--- config.mk ---
export PLATFORM = sky130hd
export DESIGN_NAME = anpd_ctrl
export DESIGN_NICKNAME = d
export VERILOG_FILES = /design/src/anpd_pkg.sv /design/src/anpd_ctrl.sv /design/src/anpd_sync.sv
export SDC_FILE = /design/constraint.sdc
export NUM_CORES = 1
export LEC_CHECK = 0
export ABC_CLOCK_PERIOD_IN_PS = 4100
export BUFFER_PORTS_ARGS = -buffer_cell sky130_fd_sc_hd__buf_2
export CAP_MARGIN = 20
export CELL_PAD_IN_SITES_DETAIL_PLACEMENT = 1
export CELL_PAD_IN_SITES_GLOBAL_PLACEMENT = 1
export CORE_MARGIN = 3
export CORE_UTILIZATION = 47
export DETAILED_ROUTE_END_ITERATION = 16
export PLACE_DENSITY_LB_ADDON = 0.1
export SETUP_SLACK_MARGIN = 0.15
export SLEW_MARGIN = 20
export SYNTH_ARGS = -nofsm -noshare
export SYNTH_HDL_FRONTEND = slang
export SYNTH_SLANG_ARGS = --single-unit
--- constraint.sdc ---
create_clock -name clk_i -period 4.1 [get_ports clk_i]
set_input_delay 0.615 -clock clk_i [delete_from_list [all_inputs] [get_ports clk_i]]
set_output_delay 0.615 -clock clk_i [all_outputs]
set_load 0.1 [all_outputs]
--- src/anpd_pkg.sv ---
package anpd_pkg;
   localparam int unsigned CLK_MHZ          = 200;
   localparam int unsigned NEG_BUDGET_MS    = 500;
   localparam int unsigned NEG_BUDGET_CYC   = NEG_BUDGET_MS * 1000 * CLK_MHZ;
   localparam int unsigned FLP_WAIT_US      = 50;
   localparam int unsigned FLP_WAIT_CYC     = FLP_WAIT_US * CLK_MHZ;
   localparam int unsigned CNT_W            = 27;
   localparam logic [3:0]  PROG_RST         = 4'h0;
   localparam logic [3:0]  PROG_IDLE        = 4'h0;
   localparam logic [3:0]  PROG_LISTEN      = 4'h1;
   localparam logic [3:0]  PROG_FLP_SEEN    = 4'h2;
   localparam logic [3:0]  PROG_PAR_DET     = 4'h3;
   localparam logic [3:0]  PROG_ACK         = 4'h4;
   localparam logic [3:0]  PROG_FAULT       = 4'h5;
   localparam logic [3:0]  PROG_COMPLETE    = 4'hF;
   localparam logic [1:0]  TECH_NONE        = 2'h0;
   localparam logic [1:0]  TECH_10          = 2'h1;
   localparam logic [1:0]  TECH_100         = 2'h2;
   typedef enum logic [2:0] {
      ANPD_IDLE,
      ANPD_LISTEN,
      ANPD_NEGOT,
      ANPD_PARDET,
      ANPD_FAULT,
      ANPD_DONE
   } anpd_state_e;
endpackage

--- src/anpd_ctrl.sv ---
// Overview of operation
// - No FLP reply: parallel detect, clear partner-capable
// - Set partner ability bit for detected technology
// - Successful parallel detection sets negotiation complete
// - Enable detected datapath, disable all others
// - Only normal link pulses means 10M partner
// - Scrambled idles mean non-negotiating 100M partner
// - FLP reply sets partner-capable bit
// - No receive signal sets signal-detect bit
// - Multiple technologies: enable none, flag fault
// - Partner fault sets the remote-fault status bit
// - Own link fault advertises remote fault
// - Start negotiation at power-up and on request
// - Reset idles machines and clears progress bits
// - Restart reinitialises machines, keeps progress bits
// - Progress bits only rise without read/reset
// - After completion only read/reset alter bits
// - Link failure after completion restarts negotiation
// - Restart bit restarts, then clears itself
// - Enable bit one-zero-one restarts negotiation
// - Select pin high-low-high restarts negotiation
// - Negotiation normally finishes within 500 ms
// - Read returns old latch, then latches present
// - Progress code: complete bit, then 17.13..17.11
module anpd_ctrl
   import anpd_pkg::*;
#(
   parameter int unsigned FLP_WAIT  = FLP_WAIT_CYC,
   parameter int unsigned NEG_LIMIT = NEG_BUDGET_CYC
) (
   input  wire logic       clk_i,
   input  wire logic       rst_i,
   input  wire logic       neg_enable_i,
   input  wire logic       restart_set_i,
   input  wire logic       hw_mode_i,
   input  wire logic       negotiation_select_pin_i,
   input  wire logic       rx_flp_i,
   input  wire logic       rx_nlp_i,
   input  wire logic       rx_idle100_i,
   input  wire logic       rx_any_i,
   input  wire logic       partner_fault_i,
   input  wire logic       local_fault_i,
   input  wire logic       link_ok_i,
   input  wire logic       flp_done_i,
   input  wire logic       status_read_i,
   output logic            restart_bit_o,
   output logic            partner_negotiation_capable_o,
   output logic            partner_10hd_o,
   output logic            partner_100hd_o,
   output logic            neg_complete_o,
   output logic            en_10_o,
   output logic            en_100_o,
   output logic            no_signal_o,
   output logic            pd_fault_o,
   output logic            remote_fault_o,
   output logic            adv_remote_fault_o,
   output logic [3:0]      progress_o,
   output logic            neg_overtime_o
);
   import anpd_pkg::*;

   logic       flp_s;
   logic       nlp_s;
   logic       idle_s;
   logic       any_s;
   logic       pfault_s;
   logic       lfault_s;
   logic       link_s;
   logic       sel_s;

   anpd_sync #(.W(8)) u_sync (
      .clk_i (clk_i),
      .rst_i (rst_i),
      .d_i   ({rx_flp_i, rx_nlp_i, rx_idle100_i, rx_any_i, partner_fault_i,
               local_fault_i, link_ok_i, negotiation_select_pin_i}),
      .q_o   ({flp_s, nlp_s, idle_s, any_s, pfault_s, lfault_s, link_s, sel_s})
   );

   function automatic logic [3:0] state_code(input anpd_state_e s);
      case (s)
         ANPD_IDLE:   state_code = PROG_IDLE;
         ANPD_LISTEN: state_code = PROG_LISTEN;
         ANPD_NEGOT:  state_code = PROG_FLP_SEEN;
         ANPD_PARDET: state_code = PROG_PAR_DET;
         ANPD_FAULT:  state_code = PROG_FAULT;
         ANPD_DONE:   state_code = PROG_COMPLETE;
         default:     state_code = PROG_IDLE;
      endcase
   endfunction

   anpd_state_e      st_q, st_d;
   logic [CNT_W-1:0] wait_q, wait_d;
   logic [CNT_W-1:0] neg_q, neg_d;
   logic             over_q, over_d;
   logic             rbit_q, rbit_d;
   logic             en_prev_q, en_prev_d;
   logic             sel_prev_q, sel_prev_d;
   logic             sel_high_q, sel_high_d;
   logic             link_prev_q, link_prev_d;
   logic             cap_q, cap_d;
   logic             p10_q, p10_d;
   logic             p100_q, p100_d;
   logic             cmp_q, cmp_d;
   logic [1:0]       tech_q, tech_d;
   logic             nosig_q, nosig_d;
   logic             pdf_q, pdf_d;
   logic             rf_q, rf_d;
   logic             arf_q, arf_d;
   logic [3:0]       prog_q, prog_d;
   logic [3:0]       shown_q, shown_d;
   logic             restart;
   logic [3:0]       cur_code;
   logic             multi;

   always_comb begin
      rbit_d      = rbit_q;
      en_prev_d   = neg_enable_i;
      sel_prev_d  = sel_s;
      sel_high_d  = sel_high_q || sel_s;
      link_prev_d = link_s;
      restart     = 1'b0;
      if (!hw_mode_i) begin
         if (restart_set_i || rbit_q) begin
            restart = 1'b1;
         end
         if (neg_enable_i && !en_prev_q) begin
            restart = 1'b1;
         end
      end else if (sel_s && !sel_prev_q && sel_high_q) begin
         restart = 1'b1;
      end
      if (link_prev_q && !link_s && st_q == ANPD_DONE) begin
         restart = 1'b1;
      end
      rbit_d = restart_set_i && !hw_mode_i;
   end

   always_comb begin
      st_d    = st_q;
      wait_d  = wait_q;
      neg_d   = neg_q;
      over_d  = over_q;
      cap_d   = cap_q;
      p10_d   = p10_q;
      p100_d  = p100_q;
      cmp_d   = cmp_q;
      tech_d  = tech_q;
      pdf_d   = pdf_q;
      nosig_d = !any_s;
      rf_d    = pfault_s;
      arf_d   = lfault_s;
      multi   = (nlp_s && idle_s) || (flp_s && (nlp_s || idle_s));
      if (st_q != ANPD_DONE && st_q != ANPD_IDLE && neg_q < CNT_W'(NEG_LIMIT)) begin
         neg_d = neg_q + 1'b1;
      end
      if (neg_q == CNT_W'(NEG_LIMIT) && st_q != ANPD_DONE) begin
         over_d = 1'b1;
      end
      case (st_q)
         ANPD_IDLE: begin
            if (neg_enable_i || hw_mode_i) begin
               st_d   = ANPD_LISTEN;
               wait_d = '0;
            end
         end
         ANPD_LISTEN: begin
            wait_d = wait_q + 1'b1;
            if (multi) begin
               st_d   = ANPD_FAULT;
               pdf_d  = 1'b1;
               tech_d = TECH_NONE;
            end else if (flp_s) begin
               st_d  = ANPD_NEGOT;
               cap_d = 1'b1;
            end else if (wait_q >= CNT_W'(FLP_WAIT) && (nlp_s || idle_s)) begin
               st_d = ANPD_PARDET;
            end
         end
         ANPD_NEGOT: begin
            if (flp_done_i) begin
               st_d  = ANPD_DONE;
               cmp_d = 1'b1;
            end
         end
         ANPD_PARDET: begin
            cap_d = 1'b0;
            if (nlp_s) begin
               p10_d  = 1'b1;
               tech_d = TECH_10;
            end else begin
               p100_d = 1'b1;
               tech_d = TECH_100;
            end
            cmp_d = 1'b1;
            st_d  = ANPD_DONE;
         end
         ANPD_FAULT: begin
            tech_d = TECH_NONE;
         end
         ANPD_DONE: begin
         end
         default: st_d = ANPD_IDLE;
      endcase
      if (restart) begin
         st_d   = ANPD_IDLE;
         wait_d = '0;
         neg_d  = '0;
         over_d = 1'b0;
         cmp_d  = 1'b0;
         tech_d = TECH_NONE;
      end
   end

   assign cur_code = state_code(st_q);

   always_comb begin
      prog_d  = prog_q;
      shown_d = shown_q;
      if (status_read_i) begin
         shown_d = prog_q;
         prog_d  = cur_code;
      end else if (prog_q != PROG_COMPLETE && cur_code > prog_q) begin
         prog_d  = cur_code;
      end
   end

   always_ff @(posedge clk_i or posedge rst_i) begin
      if (rst_i) begin
         st_q        <= ANPD_IDLE;
         wait_q      <= '0;
         neg_q       <= '0;
         over_q      <= 1'b0;
         rbit_q      <= 1'b0;
         en_prev_q   <= 1'b1;
         sel_prev_q  <= 1'b0;
         sel_high_q  <= 1'b0;
         link_prev_q <= 1'b0;
         cap_q       <= 1'b0;
         p10_q       <= 1'b0;
         p100_q      <= 1'b0;
         cmp_q       <= 1'b0;
         tech_q      <= TECH_NONE;
         nosig_q     <= 1'b0;
         pdf_q       <= 1'b0;
         rf_q        <= 1'b0;
         arf_q       <= 1'b0;
         prog_q      <= PROG_RST;
         shown_q     <= PROG_RST;
      end else begin
         st_q        <= st_d;
         wait_q      <= wait_d;
         neg_q       <= neg_d;
         over_q      <= over_d;
         rbit_q      <= rbit_d;
         en_prev_q   <= en_prev_d;
         sel_prev_q  <= sel_prev_d;
         sel_high_q  <= sel_high_d;
         link_prev_q <= link_prev_d;
         cap_q       <= cap_d;
         p10_q       <= p10_d;
         p100_q      <= p100_d;
         cmp_q       <= cmp_d;
         tech_q      <= tech_d;
         nosig_q     <= nosig_d;
         pdf_q       <= pdf_d;
         rf_q        <= rf_d;
         arf_q       <= arf_d;
         prog_q      <= prog_d;
         shown_q     <= shown_d;
      end
   end

   assign restart_bit_o                 = rbit_q;
   assign partner_negotiation_capable_o = cap_q;
   assign partner_10hd_o                = p10_q;
   assign partner_100hd_o               = p100_q;
   assign neg_complete_o                = cmp_q;
   assign en_10_o                       = (tech_q == TECH_10);
   assign en_100_o                      = (tech_q == TECH_100);
   assign no_signal_o                   = nosig_q;
   assign pd_fault_o                    = pdf_q;
   assign remote_fault_o                = rf_q;
   assign adv_remote_fault_o            = arf_q;
   assign progress_o                    = {cmp_q, shown_q[2:0]};
   assign neg_overtime_o                = over_q;

   a_pardet_complete: assert property (@(posedge clk_i) disable iff (rst_i)
      st_q == ANPD_PARDET && !restart |=> cmp_q && st_q == ANPD_DONE && !cap_q)
      else $error("parallel detect did not complete");
   a_flp_capable: assert property (@(posedge clk_i) disable iff (rst_i)
      st_q == ANPD_LISTEN && flp_s && !multi && !restart |=> cap_q)
      else $error("partner capable not set");
   a_fault_none: assert property (@(posedge clk_i) disable iff (rst_i)
      pdf_q && st_q == ANPD_FAULT |-> !en_10_o && !en_100_o)
      else $error("technology enabled on fault");
   a_one_tech: assert property (@(posedge clk_i) disable iff (rst_i)
      !(en_10_o && en_100_o) && (!en_10_o || p10_q) && (!en_100_o || p100_q))
      else $error("two technologies enabled");
   a_restart_clear: assert property (@(posedge clk_i) disable iff (rst_i)
      rbit_q && !restart_set_i |=> !rbit_q ##1 (st_q == ANPD_IDLE || st_q == ANPD_LISTEN))
      else $error("restart bit not self cleared");
   a_prog_rise: assert property (@(posedge clk_i) disable iff (rst_i)
      !$past(status_read_i) && !status_read_i |-> prog_q >= $past(prog_q))
      else $error("progress bits fell");
   a_prog_hold: assert property (@(posedge clk_i) disable iff (rst_i)
      prog_q == PROG_COMPLETE && !status_read_i |=> prog_q == PROG_COMPLETE)
      else $error("complete progress altered");
   a_read_latch: assert property (@(posedge clk_i) disable iff (rst_i)
      status_read_i |=> shown_q == $past(prog_q) && prog_q == $past(cur_code))
      else $error("read latch wrong");
   a_remote_fault: assert property (@(posedge clk_i) disable iff (rst_i)
      pfault_s |=> rf_q)
      else $error("remote fault not reported");
   a_restart_idle: assert property (@(posedge clk_i) disable iff (rst_i)
      restart && !status_read_i |=> st_q == ANPD_IDLE && prog_q >= $past(prog_q))
      else $error("restart not to idle");
endmodule

--- src/anpd_sync.sv ---
module anpd_sync #(
   parameter int unsigned W = 1
) (
   input  wire logic         clk_i,
   input  wire logic         rst_i,
   input  wire logic [W-1:0] d_i,
   output logic [W-1:0]      q_o
);
   logic [W-1:0] meta_q;
   logic [W-1:0] meta_d;
   logic [W-1:0] sync_q;
   logic [W-1:0] sync_d;

   always_comb begin
      meta_d = d_i;
      sync_d = meta_q;
   end

   always_ff @(posedge clk_i or posedge rst_i) begin
      if (rst_i) begin
         meta_q <= '0;
         sync_q <= '0;
      end else begin
         meta_q <= meta_d;
         sync_q <= sync_d;
      end
   end

   assign q_o = sync_q;
endmodule

==> impl_metrics.tcl <==
set metrics [dict create \
    drive_gt1_frac 0.1352 \
    status "complete, no violations" \
    crit_family "compound AO/OA/AOI/OAI gates" \
    grt.total_usage 0.2201 \
    grt_pass1_vias 4249 \
    htree_levels 3 \
    p_sw_frac 0.4273 \
    pwr-share-seq 0.419 \
    grt_pass1_wl_mm 20.19 \
    setup_viol 0 \
    start_util 0.4852 \
    wl_per_cell_um 17.90 \
    timing.final.crit_share 0.6613 \
    leakage_uw 0.002162 \
    syn_inst 493 \
    fmax_mhz 368.8 \
    synth-edff-count 0 \
    remaining_drc_errors 0 \
    syn_to_final_growth_pct 9.926 \
    tightest_slew_ns 0.8406 \
    hold_violations 0 \
    die_h_um 106.7 \
    min_path_type "in2reg" \
    p_comb_frac 0.356 \
    synth_common_cells "95 x dfrtp_1, 39 x a21oi_1, 38 x nand2_1, 31 x nor2_1, 28 x o21ai_0" \
    yosysTopAreaCellShare 0.4989 \
    ctsHoldBuffers 0 \
    cts_resized 0 \
    gp_congestion 0.8110 \
    pin_count 31 \
    place_inst 642 \
    mappedNetlistNets 516 \
    antenna_found_initial 0 \
    critPathBufInv 0 \
    gr-total-overflow 0 \
    cts_tree "done" \
    synth-seq-area-share 0.5045 \
    die-area_um2 11380 \
    stdcell_count 658 \
    firstDrtPassIters 4 \
    worstPathRequired_ns 4.36 \
    worstSkewPairLatency_ns 0.37 \
    drtIter0Drc 239 \
    cts_root_buf "clkbuf_8" \
    cpPeakStageDelay_ns 0.64 \
    io_buffers 30 \
    rsz0062_at_grt "false" \
    wl_mm 11.78 \
    clock_power_share 0.225 \
    core_area_um2 9819 \
    relSlewSlack 0.4345 \
    netlist_area_um2 4765 \
    r2r_slack_ns 1.39 \
    final_nets 543 \
    yosys_warnings 0 \
    cpMaxStageDelayCell "dfrtp_1" \
    power_density_nw_per_um2 514.3 \
    ys_types 56 \
    cts_buffers 9 \
    ys.flop_type "dfrtp_1" \
    post_dp_cell_area_um2 5042 \
    final_area_um2 5238 \
    hold_ws_ns 0.3431 \
    cp_data_arrival_time_ns 2.97 \
    synth_area_leaders "dfrtp_1 50%, a21oi_1 4.1%, or4_1 3.5%" \
    synth.most_common_cell "dfrtp_1" \
    report.final.slew_viol_count 0 \
    p_int_uw 1543 \
    vias_per_cell 5.992 \
    synth_area_leader_cell "dfrtp_1" \
    async_reset_ff_frac 1.000 \
    die_w_um 106.7 \
    peakVddDrop_v 0.0005053 \
    dp.final_hpwl_mm 8.239 \
    diodes 0 \
    path_class "reg2reg" \
    layout_min_cycle_time_ns 2.711 \
    cap_violations 0 \
    end_kind "register" \
    postCtsSetupBuffers 0 \
    fin_tns_setup_ns 0 \
    clk_pin_slew_ns 0.10 \
    path_cells "nand3b_1, o21ai_0, ha_1, a41oi_1, nand2_1, o21ai_1, mux2_2" \
    grt_max_degree 67 \
    cts.sinks 96 \
    drtAntennaViolNets 0 \
    fin_skew_ns 0.01469 \
    syn_area_per_cell_um2 9.664 \
    num_rows 36 \
    clk_path_buf_depth 2 \
    start_kind "register" \
    path_max_fanout 14 \
    via_count 3943 \
    synth-seq-cells 96 \
    power_switching_uw 1151 \
]
through the flow:
step,worst slack [ns],total power [uW],util
2_1_floorplan,0.9813,1907,-
3_3_place_gp,1.427,2081,0.5135
3_5_place_dp,1.359,2113,0.5135
4_1_cts,1.379,2722,0.5329
5_1_grt,1.133,2860,0.5334
6_report,1.389,2694,0.5334
flip-flops by register name, summed over array words and instances, names as in the netlist, 2 cells and up:
signal         flops
prog_q             4
st_q               3
u_sync.meta_q      8
shown_q            3
neg_q             27
tech_q             2
wait_q            27
u_sync.q_o         8
metal layers:
metal / wire (um) / vias up / GRT usage
met5: 0 / - / 0
met4: 144 / 0 / 0.06484
met3: 297 / 12 / 0.03131
met2: 5907 / 44 / 0.3871
met1: 5430 / 2001 / 0.2821
li1: - / 1886 / -
power by group through the flow:
stage               clock network (uW)  logic [uW]  registers (uW)
floorplan                            0         582            1320
global placement                     0         937            1140
detailed placement                   0         964            1150
CTS                                625         968            1130
global route                       655        1060            1150
finish                             606         959            1130
final cells by class:
type | instances | area [um2]
Sequential cell | 96 | 2404
Inverter | 21 | 81.33
Timing Repair Buffer | 36 | 195.2
Multi-Input combinational cell | 356 | 2201
Clock inverter | 5 | 38.79
Fill cell | 1151 | 4582
Clock buffer | 11 | 151.4
Tap cell | 133 | 166.4
cells in the final DEF, fill, tap and decap left out, drive strengths merged, types with 18 or more instances in the layout:
master	instances
dfrtp	95
a21oi	39
nand2	38
buf	36
nor2	31
o21ai	30
nand3	24
or4	22
inv	22
o31ai	18
cell families after synthesis:
logic type / share of synthesized area
compound gates: 0.1581
xor+xnor: 0.01471
simple gates: 0.2403
fa+ha+maj: 0.02311
mux: 0.02468
flops: 0.5045
buf+inv: 0.03466
worst register-to-register path: stages (launching register included):
cell      delay [ns]
dfrtp_1         0.64
nand3b_1        0.36
o21ai_0         0.18
ha_1            0.32
a41oi_1         0.26
nand2_1         0.08
o21ai_1         0.38
mux2_2          0.39
path summary, 6_finish.rpt:
kind,from,end,depth (start not counted)
hold reg to reg,u_sync.q_o[2],adv_remote_fault_o,0
max in group asynchronous,rst_i,wait_q[25],3
min in group asynchronous,rst_i,u_sync.meta_q[4],2
setup / recovery,st_q[1],prog_q[1],7
hold / removal,rx_any_i,u_sync.meta_q[4],1
setup reg to reg,st_q[1],prog_q[1],7
Power figures use the tool's default switching activity.
